--- config.mk ---
export PLATFORM = sky130hd
export DESIGN_NAME = tgcr_gain_regs
export DESIGN_NICKNAME = d
export VERILOG_FILES = /design/src/tgcr_pkg.sv /design/src/tgcr_gain_regs.sv
export SDC_FILE = /design/constraint.sdc
export NUM_CORES = 1
export LEC_CHECK = 0
export BUFFER_PORTS_ARGS = -buffer_cell sky130_fd_sc_hd__buf_2
export CELL_PAD_IN_SITES_DETAIL_PLACEMENT = 1
export CELL_PAD_IN_SITES_GLOBAL_PLACEMENT = 1
export CORE_UTILIZATION = 42
export DETAILED_ROUTE_END_ITERATION = 8
export HOLD_SLACK_MARGIN = 0.06
export PLACE_DENSITY = 0.84
export REMOVE_ABC_BUFFERS = 1
export SLEW_MARGIN = 20
export SYNTH_ARGS = -nofsm -noshare
export SYNTH_HDL_FRONTEND = slang
export SYNTH_SLANG_ARGS = --single-unit
--- constraint.sdc ---
create_clock -name clk_in -period 5.19 [get_ports clk_in]
set_input_delay 0.7785 -clock clk_in [delete_from_list [all_inputs] [get_ports clk_in]]
set_output_delay 0.7785 -clock clk_in [all_outputs]
set_load 0.01 [all_outputs]
--- src/tgcr_pkg.sv ---
// tgcr_pkg: register map, field layout, reset values and carrier types of the gain regs
package tgcr_pkg;

  // ----------------------------------------------------------------
  // register indices (byte address is four times the index)
  // ----------------------------------------------------------------
  localparam logic [9:0] TGCR_IDX_P3_START = 10'h0_b3; // profile-3 start gain time
  localparam logic [9:0] TGCR_IDX_P3_HOLD = 10'h0_b4;  // profile-3 hold gain time
  localparam logic [9:0] TGCR_IDX_MODE_CTRL = 10'h0_b5; // gain_mode_control
  localparam logic [9:0] TGCR_IDX_GAIN_CFG = 10'h0_b6;  // gain_configuration
  localparam logic [9:0] TGCR_IDX_WAIT = 10'h0_b7;      // internal start period
  localparam logic [9:0] TGCR_IDX_STATUS = 10'h0_c0;    // live block state, read only

  // ----------------------------------------------------------------
  // reset values
  // ----------------------------------------------------------------
  localparam logic [15:0] TGCR_RST_P3_START = 16'h0000;
  localparam logic [15:0] TGCR_RST_P3_HOLD = 16'h0000;
  localparam logic [15:0] TGCR_RST_MODE_CTRL = 16'h0000;
  localparam logic [15:0] TGCR_RST_GAIN_CFG = 16'h0000;
  localparam logic [15:0] TGCR_RST_WAIT = 16'h0000;

  // ----------------------------------------------------------------
  // field positions and write masks
  // ----------------------------------------------------------------
  localparam int TGCR_POS_MANUAL_START = 10;        // self-clearing one-shot request
  localparam int TGCR_POS_MODE_LO = 14;             // gain mode field, bits 15:14
  localparam int TGCR_POS_SLOPE_HI_LO = 2;          // slope factor bits 3:1 at 4:2
  localparam logic [15:0] TGCR_CTRL_WMASK = 16'hf1ff; // bits 11,10,9 never stored
  localparam logic [15:0] TGCR_CFG_WMASK = 16'hfffc;  // bits 1:0 never stored

  // ----------------------------------------------------------------
  // bus answers
  // ----------------------------------------------------------------
  localparam logic [1:0] TGCR_RESP_OKAY = 2'h0;
  localparam logic [1:0] TGCR_RESP_SLVERR = 2'h2;

  // gain mode encodings
  typedef enum logic [1:0] {
    TGCR_MODE_EXT_NONUNI = 2'h0,
    TGCR_MODE_RAMP = 2'h1,
    TGCR_MODE_FIXED = 2'h2,
    TGCR_MODE_INT_NONUNI = 2'h3
  } tgcr_mode_type;

  // gain_mode_control layout
  typedef struct packed {
    logic slope_lsb;          // curve_slope_factor bit 0
    logic int_start_en;       // 1: periodic internal start
    logic [1:0] mem_bank;     // memory bank select
    logic rsv11;              // held at zero
    logic manual_start;       // reads zero, acts on write
    logic rsv9;               // held at zero
    logic [8:0] fixed_gain_code;
  } tgcr_mode_ctrl_type;

  // gain_configuration layout
  typedef struct packed {
    tgcr_mode_type mode;
    logic [1:0] profile_reg_sel;
    logic profile_pin_disable;
    logic [3:0] input_resistance_select;
    logic attenuator_order;
    logic attenuator_disable;
    logic [2:0] slope_hi;
    logic [1:0] rsv;          // held at zero
  } tgcr_gain_cfg_type;

  // settings handed to the gain curve logic
  typedef struct packed {
    tgcr_mode_type mode;
    logic [1:0] active_profile;
    logic [1:0] mem_bank;
    logic [3:0] curve_slope_factor;
    logic attenuator_order;
    logic attenuator_disable;
    logic [3:0] input_resistance_select;
    logic [8:0] gain_code;
    logic gain_code_valid;
    logic [15:0] p3_start_time;
    logic [15:0] p3_hold_time;
  } tgcr_settings_type;

endpackage

--- src/tgcr_gain_regs.sv ---
// tgcr_gain_regs: gain control register bank with AXI4-Lite slave and start-pulse logic
`timescale 1ns/1ns

// What this block does
// - mode field picks one of four gain modes
// - pins or register field choose active profile
// - profile field code maps to profile 0..3
// - start source is external or internal periodic
// - fixed gain mode applies the fixed code
// - bank field selects internal memory bank
// - slope factor joins two registers' bits
// - order bit swaps attenuator and amplifier stepping
// - disable bit switches the attenuator off
// - profile-3 start gain time held here
// - profile-3 hold gain time held here
// - wait field sets internal start period
module tgcr_gain_regs
  import tgcr_pkg::*;
(
  // clock and reset
  input wire logic clk_in,
  input wire logic reset_in,
  // axi4-lite write address and data
  input wire logic [31:0] s_axi_awaddr_in,
  input wire logic s_axi_awvalid_in,
  output logic s_axi_awready_out,
  input wire logic [31:0] s_axi_wdata_in,
  input wire logic [3:0] s_axi_wstrb_in,
  input wire logic s_axi_wvalid_in,
  output logic s_axi_wready_out,
  // axi4-lite write response
  output logic [1:0] s_axi_bresp_out,
  output logic s_axi_bvalid_out,
  input wire logic s_axi_bready_in,
  // axi4-lite read
  input wire logic [31:0] s_axi_araddr_in,
  input wire logic s_axi_arvalid_in,
  output logic s_axi_arready_out,
  output logic [31:0] s_axi_rdata_out,
  output logic [1:0] s_axi_rresp_out,
  output logic s_axi_rvalid_out,
  input wire logic s_axi_rready_in,
  // device pins
  input wire logic [1:0] profile_select_pins_in,
  input wire logic ext_start_in,
  // to the gain curve logic
  output tgcr_settings_type settings_out,
  output logic gain_start_out
);

  // ----------------------------------------------------------------
  // helper functions
  // ----------------------------------------------------------------

  // byte-lane merge of a 16-bit register; upper lanes have no storage
  function automatic logic [15:0] wmerge(input logic [15:0] old_val,
                                         input logic [31:0] data,
                                         input logic [3:0] strb);
    logic [15:0] res;
    res = old_val;
    if (strb[1]) begin
      res[15:8] = data[15:8];
    end
    if (strb[0]) begin
      res[7:0] = data[7:0];
    end
    return res;
  endfunction

  // word index of an address, or all ones when above the decoded window
  function automatic logic [9:0] addr_index(input logic [31:0] addr);
    logic [9:0] idx;
    idx = addr[11:2];
    if (addr[31:12] != 20'h0_0000) begin
      idx = 10'h3_ff;
    end
    return idx;
  endfunction

  // ----------------------------------------------------------------
  // storage
  // ----------------------------------------------------------------
  logic [15:0] p3_start_q;            // profile-3 start gain time
  logic [15:0] p3_hold_q;             // profile-3 hold gain time
  tgcr_mode_ctrl_type ctrl_q;         // gain_mode_control
  tgcr_gain_cfg_type cfg_q;           // gain_configuration
  logic [15:0] wait_q;                // internal start period in clocks minus one

  // ----------------------------------------------------------------
  // bus write channel
  // ----------------------------------------------------------------
  logic aw_held_q;                    // address captured, waiting for data
  logic w_held_q;                     // data captured, waiting for address
  logic [9:0] wr_idx_q;
  logic [31:0] wdata_q;
  logic [3:0] wstrb_q;
  logic bvalid_q;
  logic [1:0] bresp_q;
  logic wr_fire;                      // the cycle the register file is written

  // address and data are taken in either order, one write in flight
  assign s_axi_awready_out = !aw_held_q && !bvalid_q;
  assign s_axi_wready_out = !w_held_q && !bvalid_q;
  assign wr_fire = aw_held_q && w_held_q && !bvalid_q;

  // capture address
  always_ff @(posedge clk_in) begin
    if (reset_in) begin
      aw_held_q <= 1'b0;
      wr_idx_q <= 10'h0_00;
    end else if (s_axi_awvalid_in && s_axi_awready_out) begin
      aw_held_q <= 1'b1;
      wr_idx_q <= addr_index(s_axi_awaddr_in);
    end else if (wr_fire) begin
      aw_held_q <= 1'b0;
    end
  end

  // capture data and strobes
  always_ff @(posedge clk_in) begin
    if (reset_in) begin
      w_held_q <= 1'b0;
      wdata_q <= 32'h0000_0000;
      wstrb_q <= 4'h0;
    end else if (s_axi_wvalid_in && s_axi_wready_out) begin
      w_held_q <= 1'b1;
      wdata_q <= s_axi_wdata_in;
      wstrb_q <= s_axi_wstrb_in;
    end else if (wr_fire) begin
      w_held_q <= 1'b0;
    end
  end

  // write response; unmapped targets answer slverr and change nothing
  always_ff @(posedge clk_in) begin
    if (reset_in) begin
      bvalid_q <= 1'b0;
      bresp_q <= TGCR_RESP_OKAY;
    end else if (wr_fire) begin
      bvalid_q <= 1'b1;
      unique case (wr_idx_q)
        TGCR_IDX_P3_START, TGCR_IDX_P3_HOLD, TGCR_IDX_MODE_CTRL,
        TGCR_IDX_GAIN_CFG, TGCR_IDX_WAIT, TGCR_IDX_STATUS: begin
          bresp_q <= TGCR_RESP_OKAY;
        end
        default: begin
          bresp_q <= TGCR_RESP_SLVERR;
        end
      endcase
    end else if (s_axi_bready_in) begin
      bvalid_q <= 1'b0;
    end
  end

  assign s_axi_bvalid_out = bvalid_q;
  assign s_axi_bresp_out = bresp_q;

  // response stands until the master takes it
  bresp_stands_a: assert property (@(posedge clk_in) disable iff (reset_in)
    s_axi_bvalid_out && !s_axi_bready_in |=> s_axi_bvalid_out && $stable(s_axi_bresp_out))
    else $error("write response dropped before bready");

  // ----------------------------------------------------------------
  // register file writes
  // ----------------------------------------------------------------

  // profile-3 times and start period, plain read/write words
  always_ff @(posedge clk_in) begin
    if (reset_in) begin
      p3_start_q <= TGCR_RST_P3_START;
      p3_hold_q <= TGCR_RST_P3_HOLD;
      wait_q <= TGCR_RST_WAIT;
    end else if (wr_fire) begin
      if (wr_idx_q == TGCR_IDX_P3_START) begin
        p3_start_q <= wmerge(p3_start_q, wdata_q, wstrb_q);
      end
      if (wr_idx_q == TGCR_IDX_P3_HOLD) begin
        p3_hold_q <= wmerge(p3_hold_q, wdata_q, wstrb_q);
      end
      if (wr_idx_q == TGCR_IDX_WAIT) begin
        wait_q <= wmerge(wait_q, wdata_q, wstrb_q);
      end
    end
  end

  // control words; reserved and one-shot bits are masked so they never store
  always_ff @(posedge clk_in) begin
    if (reset_in) begin
      ctrl_q <= tgcr_mode_ctrl_type'(TGCR_RST_MODE_CTRL);
      cfg_q <= tgcr_gain_cfg_type'(TGCR_RST_GAIN_CFG);
    end else if (wr_fire) begin
      if (wr_idx_q == TGCR_IDX_MODE_CTRL) begin
        ctrl_q <= tgcr_mode_ctrl_type'(wmerge(ctrl_q, wdata_q, wstrb_q) & TGCR_CTRL_WMASK);
      end
      if (wr_idx_q == TGCR_IDX_GAIN_CFG) begin
        cfg_q <= tgcr_gain_cfg_type'(wmerge(cfg_q, wdata_q, wstrb_q) & TGCR_CFG_WMASK);
      end
    end
  end

  reserved_zero_a: assert property (@(posedge clk_in) disable iff (reset_in)
    !ctrl_q.rsv11 && !ctrl_q.rsv9 && !ctrl_q.manual_start && cfg_q.rsv == 2'h0)
    else $error("reserved control bit became nonzero");

  // ----------------------------------------------------------------
  // pin synchronisers
  // ----------------------------------------------------------------
  logic [1:0] pins_meta_q;            // first stage, read only by second stage
  logic [1:0] pins_sync_q;
  logic ext_meta_q;
  logic ext_sync_q;
  logic ext_prev_q;                   // for rising-edge detection
  logic ext_edge;

  // two flops on every pin before any logic looks at it
  always_ff @(posedge clk_in) begin
    if (reset_in) begin
      pins_meta_q <= 2'h0;
      pins_sync_q <= 2'h0;
      ext_meta_q <= 1'b0;
      ext_sync_q <= 1'b0;
      ext_prev_q <= 1'b0;
    end else begin
      pins_meta_q <= profile_select_pins_in;
      pins_sync_q <= pins_meta_q;
      ext_meta_q <= ext_start_in;
      ext_sync_q <= ext_meta_q;
      ext_prev_q <= ext_sync_q;
    end
  end

  assign ext_edge = ext_sync_q && !ext_prev_q;

  // ----------------------------------------------------------------
  // start generation
  // ----------------------------------------------------------------
  logic [15:0] period_cnt_q;          // clocks since the last internal start
  logic periodic_fire;
  logic manual_pend_q;                // one-shot request from software
  logic start_q;

  assign periodic_fire = ctrl_q.int_start_en && (period_cnt_q == wait_q);

  // free period counter, held at zero while the internal source is off
  always_ff @(posedge clk_in) begin
    if (reset_in) begin
      period_cnt_q <= 16'h0000;
    end else if (!ctrl_q.int_start_en || periodic_fire) begin
      period_cnt_q <= 16'h0000;
    end else begin
      period_cnt_q <= period_cnt_q + 16'h0001;
    end
  end

  // a write of one to the manual start bit arms exactly one pulse
  always_ff @(posedge clk_in) begin
    if (reset_in) begin
      manual_pend_q <= 1'b0;
    end else begin
      manual_pend_q <= wr_fire && (wr_idx_q == TGCR_IDX_MODE_CTRL) && wstrb_q[1]
                       && wdata_q[TGCR_POS_MANUAL_START];
    end
  end

  // external edges are ignored while the device makes its own starts
  always_ff @(posedge clk_in) begin
    if (reset_in) begin
      start_q <= 1'b0;
    end else begin
      start_q <= (ctrl_q.int_start_en ? periodic_fire : ext_edge) || manual_pend_q;
    end
  end

  assign gain_start_out = start_q;

  manual_pulse_a: assert property (@(posedge clk_in) disable iff (reset_in)
    wr_fire && wr_idx_q == TGCR_IDX_MODE_CTRL && wstrb_q[1] && wdata_q[10]
    |-> ##2 gain_start_out)
    else $error("manual start write gave no start pulse");

  ext_source_a: assert property (@(posedge clk_in) disable iff (reset_in)
    !ctrl_q.int_start_en && !ext_edge && !manual_pend_q |=> !gain_start_out)
    else $error("start pulse without a cause in external mode");

  period_wrap_a: assert property (@(posedge clk_in) disable iff (reset_in)
    ctrl_q.int_start_en && period_cnt_q == wait_q |=> gain_start_out && period_cnt_q == 0)
    else $error("internal start period not honoured");

  // ----------------------------------------------------------------
  // settings to the gain curve logic
  // ----------------------------------------------------------------
  tgcr_settings_type set_q;

  // all fields come from flops; the profile follows pins or register field
  always_ff @(posedge clk_in) begin
    if (reset_in) begin
      set_q <= '0;
    end else begin
      set_q.mode <= cfg_q.mode;
      set_q.active_profile <= cfg_q.profile_pin_disable ? cfg_q.profile_reg_sel
                                                        : pins_sync_q;
      set_q.mem_bank <= ctrl_q.mem_bank;
      set_q.curve_slope_factor <= {cfg_q.slope_hi, ctrl_q.slope_lsb};
      set_q.attenuator_order <= cfg_q.attenuator_order;
      set_q.attenuator_disable <= cfg_q.attenuator_disable;
      set_q.input_resistance_select <= cfg_q.input_resistance_select;
      set_q.gain_code <= ctrl_q.fixed_gain_code;
      set_q.gain_code_valid <= (cfg_q.mode == TGCR_MODE_FIXED);
      set_q.p3_start_time <= p3_start_q;
      set_q.p3_hold_time <= p3_hold_q;
    end
  end

  assign settings_out = set_q;

  mode_follow_a: assert property (@(posedge clk_in) disable iff (reset_in)
    wr_fire && wr_idx_q == TGCR_IDX_GAIN_CFG && wstrb_q[1]
    |-> ##2 settings_out.mode == $past(wdata_q[15:14], 2))
    else $error("gain mode output does not follow its field");

  profile_reg_a: assert property (@(posedge clk_in) disable iff (reset_in)
    cfg_q.profile_pin_disable |=> settings_out.active_profile == $past(cfg_q.profile_reg_sel))
    else $error("profile not taken from register field");

  profile_pin_a: assert property (@(posedge clk_in) disable iff (reset_in)
    !cfg_q.profile_pin_disable |=> settings_out.active_profile == $past(pins_sync_q))
    else $error("profile not taken from pins");

  fixed_code_a: assert property (@(posedge clk_in) disable iff (reset_in)
    cfg_q.mode == TGCR_MODE_FIXED
    |=> settings_out.gain_code_valid
        && settings_out.gain_code == $past(ctrl_q.fixed_gain_code))
    else $error("fixed gain code not applied");

  slope_join_a: assert property (@(posedge clk_in) disable iff (reset_in)
    wr_fire && wr_idx_q == TGCR_IDX_GAIN_CFG && wstrb_q[0]
    |-> ##2 settings_out.curve_slope_factor[3:1] == $past(wdata_q[4:2], 2))
    else $error("slope factor upper bits wrong");

  // ----------------------------------------------------------------
  // bus read channel
  // ----------------------------------------------------------------
  logic rvalid_q;
  logic [31:0] rdata_q;
  logic [1:0] rresp_q;

  assign s_axi_arready_out = !rvalid_q;

  // one read in flight; answer one cycle after the address is taken
  always_ff @(posedge clk_in) begin
    if (reset_in) begin
      rvalid_q <= 1'b0;
      rdata_q <= 32'h0000_0000;
      rresp_q <= TGCR_RESP_OKAY;
    end else if (s_axi_arvalid_in && s_axi_arready_out) begin
      rvalid_q <= 1'b1;
      rresp_q <= TGCR_RESP_OKAY;
      unique case (addr_index(s_axi_araddr_in))
        TGCR_IDX_P3_START: rdata_q <= {16'h0000, p3_start_q};
        TGCR_IDX_P3_HOLD: rdata_q <= {16'h0000, p3_hold_q};
        TGCR_IDX_MODE_CTRL: rdata_q <= {16'h0000, ctrl_q};
        TGCR_IDX_GAIN_CFG: rdata_q <= {16'h0000, cfg_q};
        TGCR_IDX_WAIT: rdata_q <= {16'h0000, wait_q};
        // live state: synced pins, external start level, effective profile
        TGCR_IDX_STATUS: rdata_q <= {27'h000_0000, set_q.active_profile, ext_sync_q,
                                     pins_sync_q};
        default: begin
          rdata_q <= 32'h0000_0000;
          rresp_q <= TGCR_RESP_SLVERR;
        end
      endcase
    end else if (s_axi_rready_in) begin
      rvalid_q <= 1'b0;
    end
  end

  assign s_axi_rvalid_out = rvalid_q;
  assign s_axi_rdata_out = rdata_q;
  assign s_axi_rresp_out = rresp_q;

endmodule

---- Word level (Yosys, flattened, before mapping) ----
Index checks and enable logic that the tools add are counted.
storage, ports and cells
  input port bits ......................... 110
  output and inout bits ................... 100
  bits in registers ....................... 226
  logic and storage cells ................. 118
cells by class
  reductions and logical operators ........ 39
  multiplexer cells ....................... 16
  add/sub/neg operators ................... 1
  equal/unequal tests ..................... 14
operators with widths
  cell                     count
  $eq A10 B8 Y1 const B    12
  $pmux W16 S6             1
  $mux W10                 4
  $reduce_bool A20 Y1      2
  $reduce_and A3 Y1        10
  $add A16 B1 Y16 const B  1
  $eq A16 B16 Y1           1
  $logic_and A1 B1 Y1      12
  $reduce_or A6 Y1         2
  $mux W1                  8
  $reduce_bool A2 Y1       4
  $logic_not A1 Y1         6
  $mux W2                  3
  $eq A2 B2 Y1 const B     1
  $logic_or A1 B1 Y1       2
  $reduce_or A2 Y1         1

---- Depth between registers and ports, before layout ----
Gate-level depths: netlist (run 1).
  word-level depth ........................ 7
  depth in mapped cells ................... 8
  depth with buffers taken out ............ 6

---- Worst setup path before layout (run 1) ----
OpenSTA, ideal clock, no wires.
  path kind ............................... input to register
  from .................................... input s_axi_araddr_in[3]
  to ...................................... register rdata_q[12], in the netlist s_axi_rdata_out[12]
  required time ........................... 5121 ps
  stages on the path ...................... 7
  path buffers ............................ 2
  path slack .............................. 2513 ps
  library setup time ...................... 69 ps
  arrival time ............................ 2608 ps
  path through ............................ buf_2 -> or4b_4 -> o32ai_2 -> or4b_4 -> or2_0 -> buf_6 -> o21ai_1
between the ends
  cells in the longest elaborated chain, start to end .. 5
  elaborated cells between the ends (all ways) .. 10
  classes of those cells .................. eq/ne (6); mux (4)
RTL lines
  item                    RTL line               source
  start: declaration      tgcr_gain_regs.sv:36   input wire logic [31:0] s_axi_araddr_in,
  $mux W10 (*)            tgcr_gain_regs.sv:74   if (addr[31:12] != 20'h0_0000) begin
  $mux W10 (*)            tgcr_gain_regs.sv:355  end else if (s_axi_arvalid_in && s_axi_arready_out) begin
  $mux W10 (*)            tgcr_gain_regs.sv:351  if (reset_in) begin
  $eq A10 B8 Y1           tgcr_gain_regs.sv:358  unique case (addr_index(s_axi_araddr_in))
  $pmux W16 S6 (*)        tgcr_gain_regs.sv:358
  end signal: assignment  tgcr_gain_regs.sv:359  TGCR_IDX_P3_START: rdata_q <= {16'h0000, p3_start_q};
  end signal: assignment  tgcr_gain_regs.sv:360  TGCR_IDX_P3_HOLD: rdata_q <= {16'h0000, p3_hold_q};
  end signal: assignment  tgcr_gain_regs.sv:361  TGCR_IDX_MODE_CTRL: rdata_q <= {16'h0000, ctrl_q};
  end: declaration        tgcr_gain_regs.sv:344  logic [31:0] rdata_q;
Every way passes the cells marked *; elsewhere a longest branch is shown, timed or not. The select of a mux whose other input is x is not followed.
A chain may end at the register's enable or synchronous reset.

---- Worst setup path after layout (run 1) ----
  from .................................... input s_axi_araddr_in[2]
  to ...................................... register rdata_q[6], in the netlist s_axi_rdata_out[6]
The elaborated chain is that of the path after synthesis.

==> impl_metrics.py, run 1 <==
metrics = {
    "setup_path": {
        "crit_required_ns": 5.61,
        "cpPeakStageDelay_ns": 0.62,
        "worst-endpoint-arrival_ns": 3.26,
        "r2r_slack_ns": 2.50,
        "critPathMaxFanout": 19,
        "crit_family": "simple AND/OR/NAND/NOR gates",
        "path_class": "in2reg",
        "cp_slowest_cell": "or4b_4",
        "crit_buf_inv": 1,
        "crit_chain": "buf_2 > or4b_4 > o32ai_2 > or4b_4 > or2_0 > o21ai_1",
        "cp_common_cell": "or4b_4",
        "critPathCaptureType": "register",
        "startpoint_type": "input pin",
    },
    "power": {
        "p_switching_mw": 0.778,
        "max-vdd-ir-drop_v": 0.000194,
        "internal_power_mw": 2.66,
        "p_seq_frac": 0.482,
        "p_leak_nw": 3.95,
        "powerDensity_nw_per_um2": 350,
        "combPwrFrac": 0.048,
        "p_sw_frac": 0.226,
        "pwr-share-clk": 0.470,
    },
    "floorplan": {
        "die-width_um": 141,
        "io_pins": 210,
        "die-area_sq_um": 19900,
        "fp-row-count": 50,
        "core-area_sq_um": 18800,
        "initial_core_util": 0.431,
        "fp.dieH_um": 141,
    },
    "placement": {
        "placement.io_buffers": 169,
        "placed_area_sq_um": 9070,
        "place_hpwl_mm": 16.6,
        "place_congestion": 0.826,
    },
    "synthesis": {
        "synth.cell_area_sq_um": 8130,
        "yosysWarnings": 0,
        "ys_top_cells_by_area": "dfxtp_1 (51%), mux2i_1 (6.7%), nor2b_1 (5.0%)",
        "ys_ff_latch": 208,
        "yosysTopAreaCell": "dfxtp_1",
        "syn_inst": 901,
        "async_reset_ff_frac": 0,
        "syn_area_per_cell_sq_um": 9.02,
        "yosysTopAreaCellShare": 0.512,
        "synth_edf_count": 0,
        "ys_seq_area_frac": 0.512,
        "synth_top_flop_cell": "dfxtp_1",
        "yosysUniqueCellTypes": 51,
    },
    "detailed_routing": {
        "drtPass1Iterations": 4,
        "route.met2.wl_mm": 12.1,
        "drt_iter0_drc": 429,
        "wl_mm": 24.6,
        "drc": 0,
        "avgViaCountPerCell": 5.36,
        "wl_met3_mm": 1.56,
        "vias": 7105,
        "wl_per_cell_um": 18.6,
        "wl_met1_mm": 10.3,
        "detail-route-antenna-nets": 0,
        "top_layer": "met4",
    },
    "cts": {
        "clkTransAtPathRegs_ns": 0.06,
        "clock_sinks": 208,
        "htreeDepth": 1,
        "cts_buffers": 22,
        "root_buffer": "clkbuf_16",
        "postCtsHoldBufs": 0,
        "clk_latency_ns": 0.50,
        "tritoncts": "done",
        "ctsLongestPathBuffers": 3,
        "post_cts_buffers": 0,
        "post_cts_resized": 0,
    },
    "grt": {
        "first_global_vias": 7297,
        "grt_max_degree": 71,
        "antenna_found_initial": 0,
        "overflow": 0,
        "grt_pass1_wl_mm": 38.9,
        "grtUsageTotal": 0.247,
    },
    "timing": {
        "clock-skew-final_ns": 0.00857,
        "post-route-period-util": 0.547,
        "hold_viol": 0,
        "hold_slack_ns": 0.452,
        "timing.setup.tns_ns": 0,
        "setup_viol": 0,
        "final.min_clock_period_ns": 2.84,
        "slew_headroom": 0.300,
        "slew_viol_final": 0,
        "rsz0062_at_grt": "false",
        "fmax_mhz": 352,
        "worst-slew-pin-transition_ns": 1.04,
    },
    "cells_and_area": {
        "antenna_cells": 0,
        "fill_cells": 2269,
        "nNetsFinal": 1161,
        "syn_to_final_growth_pct": 20.9,
        "final_layout_size_suffix_gt1_frac": 0.209,
        "fin_area_sq_um": 9820,
    },
    "worst_hold_path": {
        "hp-class": "reg2reg",
    },
    "flow_run": {
        "max-cap-violations": 0,
    },
    "outcome": {
        "outcome": "finished, final reports clean",
    },
}
==> flip-flops by register name (all words and copies together) (netlist names), 2 cells and up <==
| name | count |
|---|---|
| settings_out | 58 |
| p3_hold_q | 16 |
| p3_start_q | 16 |
| period_cnt_q | 16 |
| s_axi_rdata_out | 16 |
| wait_q | 16 |
| wdata_q | 16 |
| cfg_q | 14 |
| ctrl_q | 13 |
| wr_idx_q | 10 |
| pins_meta_q | 2 |
| pins_sync_q | 2 |
| wstrb_q | 2 |
==> power groups by stage <==
| stage | registers (mW) | clock network (mW) | logic, mW |
|---|---|---|---|
| after floorplan | 1.68 | 0 | 0.0693 |
| after global placement | 1.69 | 0 | 0.161 |
| after detailed placement | 1.69 | 0 | 0.165 |
| after CTS | 1.65 | 1.63 | 0.167 |
| after global routing | 1.66 | 1.71 | 0.183 |
| final | 1.66 | 1.61 | 0.166 |
==> cells in the final DEF (no fill, tap or decap), types with 10 or more instances in the layout <==
cell type | Yosys | final
dfxtp_1 | 208 | 208
buf_2 | 1 | 168
nand2_1 | 107 | 107
nor2_1 | 97 | 96
a21oi_1 | 79 | 79
nor2b_1 | 65 | 65
mux2i_1 | 54 | 54
o21ai_0 | 50 | 50
nor3_1 | 24 | 24
xnor2_1 | 23 | 23
clkbuf_16 | 0 | 23
conb_1 | 1 | 18
nand4_1 | 13 | 13
nor4_1 | 12 | 12
nand3b_1 | 10 | 10
==> kinds of logic after synthesis <==
kind of cell	Yosys count	synth area share
DFF	208	0.512
AOI/OAI and AO/OA	161	0.111
buffers and inverters	71	0.0431
adders and majority gates	1	0.00154
xor gates and xnor gates	30	0.0323
muxes	55	0.0679
and+or+nand+nor	374	0.231
other	1	0.000462
==> routing by layer <==
metal,global-route usage,up-vias
li1,-,3336
met1,0.301,3451
met2,0.433,266
met3,0.0401,52
met4,0.101,0
met5,0,-
==> stage by stage <==
step	worst slack, ns	cells	util	power, mW
2_1_floorplan	2.64	851	-	1.75
3_3_place_gp	1.94	1286	0.482	1.85
3_5_place_dp	1.87	1286	0.482	1.86
4_1_cts	2.39	1325	0.521	3.46
5_1_grt	2.28	1325	0.522	3.55
6_report	2.35	1325	0.522	3.44
==> synth_stat cells, types with 7 or more instances <==
cell type	count
a21oi_1	79
a221o_1	7
buf_4	18
clkbuf_1	44
dfxtp_1	208
mux2i_1	54
nand2_1	107
nand3b_1	10
nand4_1	13
nor2_1	97
nor2b_1	65
nor3_1	24
nor4_1	12
o21ai_0	50
o21ai_1	8
xnor2_1	23
xor2_1	7
==> cell type report <==
type                    count  area [sq um]  area share
clock inverters             8          90.1     0.00917
clock buffers              31           656      0.0668
inverters                   4          15.0     0.00153
repair buffers            175           893      0.0910
well taps                 260           325      0.0331
multi-input cells         639          3680       0.374
flip-flops and latches    208          4160       0.424
==> final timing paths <==
kind	start	endpoint	depth (start not counted)
worst max-delay path	s_axi_araddr_in[2]	s_axi_rdata_out[6]	6
worst min-delay path	s_axi_rdata_out[5]	s_axi_rdata_out[5]	2
worst max register to register	wr_idx_q[3]	p3_hold_q[13]	6
worst min register to register	s_axi_rdata_out[5]	s_axi_rdata_out[5]	2
==> worst register-to-register path, delay by kind of cell (launching register included) <==
| kind | cells | cell delay [ns] |
|---|---|---|
| buffers and inverters | 1 | 0.26 |
| and+or+nand+nor | 4 | 1.60 |
| muxes | 1 | 0.36 |
| DFF | 1 | 0.32 |
Note: power is estimated with default switching activity, not from simulation.
==> inputs of run 2 (changes only) <==
--- a/config.mk
+++ b/config.mk
@@ -5,13 +5,14 @@
 export SDC_FILE = /design/constraint.sdc
 export NUM_CORES = 1
 export LEC_CHECK = 0
+export ABC_AREA = 1
 export BUFFER_PORTS_ARGS = -buffer_cell sky130_fd_sc_hd__buf_2
 export CELL_PAD_IN_SITES_DETAIL_PLACEMENT = 1
 export CELL_PAD_IN_SITES_GLOBAL_PLACEMENT = 1
-export CORE_UTILIZATION = 42
+export CORE_UTILIZATION = 34
 export DETAILED_ROUTE_END_ITERATION = 8
 export HOLD_SLACK_MARGIN = 0.06
-export PLACE_DENSITY = 0.84
+export PLACE_DENSITY = 0.75
 export REMOVE_ABC_BUFFERS = 1
 export SLEW_MARGIN = 20
 export SYNTH_ARGS = -nofsm -noshare
==> constraint.sdc (replaced) <==
create_clock -name clk_in -period 2.6 [get_ports clk_in]
set_input_delay 0.39 -clock clk_in [delete_from_list [all_inputs] [get_ports clk_in]]
set_output_delay 0.39 -clock clk_in [all_outputs]
set_load 0.01 [all_outputs]
==> run 2 against run 1 <==
Compared with the run above:
- final area rose by 3.7%
- core utilization is 9.0 points lower
- wire length down 2.1%
- largest cell class unchanged
- largest power group unchanged
- total power increased by 100%
- via count up 5.1%
- first-iteration DRC count is 29% lower
- combinational power up 110%
- critical path depth rose by 5
==> impl_metrics.py, run 2 <==
metrics = {
    "outcome": {
        "outcome": "finished, final reports clean",
    },
    "cts": {
        "post_cts_resized": 0,
        "tritoncts": "done",
        "clk_latency_ns": 0.52,
        "cts_buffers": 24,
        "clock_sinks": 208,
        "post_cts_buffers": 0,
        "htreeDepth": 1,
        "clkTransAtPathRegs_ns": 0.06,
        "root_buffer": "clkbuf_16",
        "postCtsHoldBufs": 0,
        "ctsLongestPathBuffers": 3,
    },
    "timing": {
        "final.min_clock_period_ns": 2.12,
        "hold_viol": 0,
        "setup_viol": 0,
        "slew_viol_final": 0,
        "timing.setup.tns_ns": 0,
        "slew_headroom": 0.339,
        "hold_slack_ns": 0.0799,
        "worst-slew-pin-transition_ns": 0.991,
        "rsz0062_at_grt": "false",
        "clock-skew-final_ns": 0.0163,
        "post-route-period-util": 0.817,
        "fmax_mhz": 471,
    },
    "detailed_routing": {
        "drtPass1Iterations": 5,
        "avgViaCountPerCell": 4.78,
        "vias": 7467,
        "drc": 0,
        "wl_mm": 24.1,
        "detail-route-antenna-nets": 0,
        "wl_per_cell_um": 15.4,
        "drt_iter0_drc": 304,
    },
    "cells_and_area": {
        "fill_cells": 2944,
        "final_layout_size_suffix_gt1_frac": 0.233,
        "post-route-util": 0.431,
        "mostFrequentLayoutCell": "dfxtp_1",
        "antenna_cells": 0,
        "final_cell_mix": "dfxtp_1 (208), buf_2 (169), nor2_1 (160), inv_1 (133)",
        "instances_no_fill": 1562,
        "syn_to_final_growth_pct": 23.4,
        "largest_reg_flops": 58,
        "nNetsFinal": 1336,
    },
    "placement": {
        "place_hpwl_mm": 17.0,
        "place_congestion": 0.822,
        "placement.io_buffers": 169,
        "placedCellCount": 1518,
    },
    "floorplan": {
        "die-area_sq_um": 24900,
        "initial_core_util": 0.349,
        "fp-row-count": 56,
        "fp.dieH_um": 158,
        "io_pins": 210,
        "core-area_sq_um": 23600,
        "die-width_um": 158,
    },
    "setup_path": {
        "cp_slowest_cell": "dfxtp_1",
        "crit_buf_inv": 0,
        "critPathCaptureType": "register",
        "crit_required_ns": 2.98,
        "reg2reg_from": "period_cnt_q[2]",
        "crit_chain": "nand3_1 > nor2_1 > nand2_1 > nor2_2 > nand2_1 > nor2_1 > nand4_1 > nor2_1 > nand3_1 > xor2_1 > nor2_2",
        "worst-endpoint-arrival_ns": 2.51,
        "cpPeakStageDelay_ns": 0.42,
        "startpoint_type": "register",
        "path_class": "reg2reg",
        "critPathMaxFanout": 5,
        "r2r_slack_ns": 0.48,
        "crit_family": "simple AND/OR/NAND/NOR gates",
        "r2r-end": "period_cnt_q[15]",
        "reg2regPathDepth": 11,
        "cp_common_cell": "nor2_1",
        "cp-startpoint": "period_cnt_q[2]",
    },
    "synthesis": {
        "syn_inst": 1051,
        "ys_top_cells_by_count": "dfxtp_1 (208), nor2_1 (160), inv_1 (133)",
        "synth_edf_count": 0,
        "yosysWarnings": 0,
        "syn_area_per_cell_sq_um": 7.85,
        "yosysTopAreaCell": "dfxtp_1",
        "synth_top_flop_cell": "dfxtp_1",
        "async_reset_ff_frac": 0,
        "ys_ff_latch": 208,
        "yosysMostFrequentCell": "dfxtp_1",
        "yosysTopAreaCellShare": 0.505,
        "ys_top_cells_by_area": "dfxtp_1 (50%), nor2_1 (7.3%), a21oi_1 (6.6%)",
        "ys_seq_area_frac": 0.505,
        "synth.cell_area_sq_um": 8250,
        "yosysUniqueCellTypes": 44,
    },
    "power": {
        "max-vdd-ir-drop_v": 0.000342,
        "p_leak_nw": 4.39,
        "powerDensity_nw_per_um2": 678,
    },
    "grt": {
        "grt_pass1_wl_mm": 38.0,
        "grt_use_met2": 0.357,
        "overflow": 0,
        "top_usage_layer": "met2",
        "use_met1": 0.237,
        "grt_max_degree": 85,
        "antenna_found_initial": 0,
        "first_global_vias": 7525,
        "grtUsageTotal": 0.194,
        "grtUsageMet3": 0.0260,
    },
    "worst_hold_path": {
        "hp-class": "in2reg",
        "hp-start": "profile_select_pins_in[1]",
        "hold_path_end": "pins_meta_q[1]",
        "worstHoldPathCells": 3,
    },
    "flow_run": {
        "max-cap-violations": 0,
    },
}
[run 2: worst max-delay path by stage]
stage          slack, ns                   to  cells after the start
2_1_floorplan       0.10      period_cnt_q[2]                      3
3_3_place_gp        0.35   s_axi_rdata_out[5]                     12
3_5_place_dp        0.25  s_axi_rdata_out[13]                     12
4_1_cts             0.45     period_cnt_q[15]                     11
5_1_grt             0.19     period_cnt_q[15]                     11
6_report            0.48     period_cnt_q[15]                     11
[run 2: power by group]
part | switching (mW) | internal [mW]
sequential | 0.0386 | 3.25
combinational | 0.227 | 0.115
clock | 1.34 | 1.93
total | 1.61 | 5.29
[run 2: cells by family (layout without fill, tap and decap cells)]
family | Yosys count | after routing | share of synthesized area
AND/OR/NAND/NOR | 379 | 379 | 0.218
XOR/XNOR | 12 | 12 | 0.0127
flip-flops | 208 | 208 | 0.505
adder cells (fa/ha/maj) | 1 | 1 | 0.00152
buffers and inverters | 199 | 374 | 0.103
AO/OA/AOI/OAI | 251 | 251 | 0.160
other | 1 | 18 | 0.000455
[run 2: worst register-to-register path: stages (launching register included)]
cell	delay (ns)
dfxtp_1	0.42
nand3_1	0.14
nor2_1	0.20
nand2_1	0.09
nor2_2	0.14
nand2_1	0.09
nor2_1	0.18
nand4_1	0.15
nor2_1	0.23
nand3_1	0.12
xor2_1	0.19
nor2_2	0.04
[run 2: metrics by stage]
step | power, mW | instance area (sq um) | worst slack (ns)
after floorplan | 3.51 | 7990 | 0.100
after global placement | 3.69 | 9400 | 0.350
after detailed placement | 3.70 | 9400 | 0.253
after CTS | 6.99 | 10200 | 0.451
after global routing | 7.16 | 10200 | 0.194
final | 6.90 | 10200 | 0.476
[run 2: cell type report]
class                   instances  area [sq um]  area share
flip-flops and latches        208          4160       0.409
multi-input cells             661          3300       0.324
repair buffers                192          1020       0.100
clock buffers                  35           723      0.0710
inverters                     138           518      0.0509
well taps                     319           399      0.0392
clock inverters                 9          57.6     0.00565
[run 2: layer usage]
layer,vias up,part of all wire
li1,3717,-
met1,3525,0.44
met2,190,0.49
met3,35,0.050
met4,0,0.019
met5,-,0
==> inputs of run 3 (changes only) <==
--- a/config.mk
+++ b/config.mk
@@ -9,10 +9,10 @@
 export BUFFER_PORTS_ARGS = -buffer_cell sky130_fd_sc_hd__buf_2
 export CELL_PAD_IN_SITES_DETAIL_PLACEMENT = 1
 export CELL_PAD_IN_SITES_GLOBAL_PLACEMENT = 1
-export CORE_UTILIZATION = 34
+export CORE_UTILIZATION = 38
 export DETAILED_ROUTE_END_ITERATION = 8
 export HOLD_SLACK_MARGIN = 0.06
-export PLACE_DENSITY = 0.75
+export PLACE_DENSITY = 0.79
 export REMOVE_ABC_BUFFERS = 1
 export SLEW_MARGIN = 20
 export SYNTH_ARGS = -nofsm -noshare
==> constraint.sdc (replaced) <==
create_clock -name clk_in -period 2 [get_ports clk_in]
set_input_delay 0.3 -clock clk_in [delete_from_list [all_inputs] [get_ports clk_in]]
set_output_delay 0.3 -clock clk_in [all_outputs]
set_load 0.01 [all_outputs]
==> run 3 against run 2 <==
Compared with the run above:
- worst hold slack worse by 0.0097 ns
- core utilization rose by 6.3 points
- register-to-register slack got worse by 0.38 ns
- worst setup slack worse by 0.38 ns
- sequential power rose by 30%
- highest routed layer unchanged
- clock-buffer cell count fell by 4
- clock skew is 0.0097 ns lower
- sequential share of layout area decreased by 1.0 points
- combinational power is 37% higher
==> impl_metrics.py, run 3 (synthesis results as in run 2) <==
metrics = {
    "outcome": {
        "outcome": "finished, final reports clean",
    },
    "cells_and_area": {
        "largest_reg_flops": 58,
        "post-route-util": 0.494,
        "antenna_cells": 0,
        "multi_input_area_sq_um": 3350,
        "nNetsFinal": 1366,
        "fill_cells": 2654,
        "seq_area_sq_um": 4170,
        "mostFrequentLayoutCell": "dfxtp_1",
        "instances_no_fill": 1544,
        "syn_to_final_growth_pct": 26.8,
        "final_layout_size_suffix_gt1_frac": 0.251,
        "final_cell_mix": "dfxtp_1 (205), buf_2 (169), nor2_1 (157), inv_1 (133)",
    },
    "worst_hold_path": {
        "hp-class": "in2reg",
        "worstHoldPathCells": 4,
        "hold_path_end": "s_axi_bvalid_out",
        "hp-start": "s_axi_bready_in",
    },
    "grt": {
        "grtUsageTotal": 0.217,
        "grt_pass1_wl_mm": 38.1,
        "use_met1": 0.257,
        "grtUsageMet3": 0.0339,
        "overflow": 0,
        "first_global_vias": 7664,
        "grt_use_met2": 0.406,
        "grt_max_degree": 85,
        "antenna_found_initial": 0,
        "top_usage_layer": "met2",
    },
    "setup_path": {
        "worst-endpoint-arrival_ns": 2.28,
        "critPathMaxFanout": 4,
        "reg2regPathDepth": 11,
        "r2r-end": "period_cnt_q[13]",
        "critPathCaptureType": "register",
        "crit_required_ns": 2.38,
        "startpoint_type": "register",
        "path_class": "reg2reg",
        "reg2reg_from": "period_cnt_q[1]",
        "r2r_slack_ns": 0.1,
    },
    "power": {
        "power.total_mw": 8.91,
        "p_leak_nw": 4.55,
        "powerDensity_nw_per_um2": 851,
        "max-vdd-ir-drop_v": 0.000557,
    },
    "flow_run": {
        "max-cap-violations": 0,
    },
    "timing": {
        "hold_viol": 0,
        "clock-skew-final_ns": 0.00659,
        "fmax_mhz": 526,
        "hold_slack_ns": 0.0702,
        "final.min_clock_period_ns": 1.90,
        "setup_viol": 0,
        "post-route-period-util": 0.951,
        "slew_viol_final": 0,
        "timing.setup.tns_ns": 0,
    },
    "floorplan": {
        "fp.dieH_um": 149,
        "die-width_um": 149,
        "die-area_sq_um": 22300,
        "core-area_sq_um": 21200,
        "initial_core_util": 0.390,
        "fp-row-count": 53,
        "io_pins": 210,
    },
    "cts": {
        "clkTransAtPathRegs_ns": 0.06,
        "root_buffer": "clkbuf_16",
        "clk_latency_ns": 0.50,
        "tritoncts": "done",
        "clock_sinks": 208,
        "ctsLongestPathBuffers": 3,
        "cts_buffers": 23,
        "htreeDepth": 1,
    },
    "detailed_routing": {
        "wl_per_cell_um": 15.8,
        "detail-route-antenna-nets": 0,
        "drt_iter0_drc": 353,
        "drtPass1Iterations": 4,
        "wl_mm": 24.3,
        "vias": 7623,
        "avgViaCountPerCell": 4.94,
        "drc": 0,
    },
    "placement": {
        "place_hpwl_mm": 17.2,
        "placedCellCount": 1496,
        "place_congestion": 0.795,
        "placement.io_buffers": 169,
    },
}
## run 3: cell types whose count changed in the layout (fill, tap and decap cells not counted), moves of 3 or more
cell,previous run,this run
buf_12,0,5
buf_4,23,41
dfxtp_1,208,205
dfxtp_2,0,3
dlygate4sd3_1,0,8
nor2_1,160,157
## run 3: worst max-delay path: stages, from the launching register on
cell     delay (ns)
dfxtp_2        0.37
nand3_1        0.12
nor2_2         0.12
nand2_1        0.10
nor2_4         0.15
nand2_2        0.08
nor2_2         0.11
nand4_1        0.16
nor2_2         0.19
buf_4          0.14
xor2_1         0.17
nor2_1         0.07
## run 3: what timing repair did
| action | 4_1_cts | 5_1_grt |
|---|---|---|
| hold buffers | 8 | 0 |
| pin swaps | 0 | 3 |
| resized for setup | 1 | 12 |
| endpoints found under the setup margin | 1 | 19 |
| hold endpoints to repair | 8 | 0 |
| buffers inserted | 0 | 1 |
## run 3: stage by stage
step,cell area [sq um],setup WS [ns]
floorplan,7990,-0.410
global placement,9580,-0.0455
CTS,10400,0.0210
finish,10500,0.0979
detailed placement,9580,-0.115
global route,10500,-0.0311
## run 3: final cells by class
| type | instances | share of cell area |
|---|---|---|
| repair buffers | 223 | 0.128 |
| multi-input cells | 661 | 0.320 |
| flip-flops and latches | 208 | 0.398 |
| inverters | 138 | 0.0495 |
| clock buffers | 31 | 0.0627 |
| clock inverters | 8 | 0.00897 |
| well taps | 275 | 0.0329 |
## run 3: per-layer routing
metal,routed length [um],vias up
li1,-,3772
met1,10300,3613
met3,1320,31
met5,0,-
met4,326,0
met2,12400,207
## run 3: worst max path at each step
stage                     cells past startpoint  slack (ns)                start                  to
after floorplan                               3       -0.41             reset_in     period_cnt_q[2]
after global placement                       14       -0.05  s_axi_araddr_in[19]  s_axi_rdata_out[5]
after detailed placement                     14       -0.11  s_axi_araddr_in[19]  s_axi_rdata_out[1]
after CTS                                    11        0.02      period_cnt_q[1]    period_cnt_q[15]
after global routing                         11       -0.03      period_cnt_q[2]    period_cnt_q[13]
final                                        11         0.1      period_cnt_q[1]    period_cnt_q[13]
## run 3: where the power goes
group,internal [mW],switching [mW]
sequential,4.22,0.0528
clock,2.54,1.62
combinational,0.169,0.302
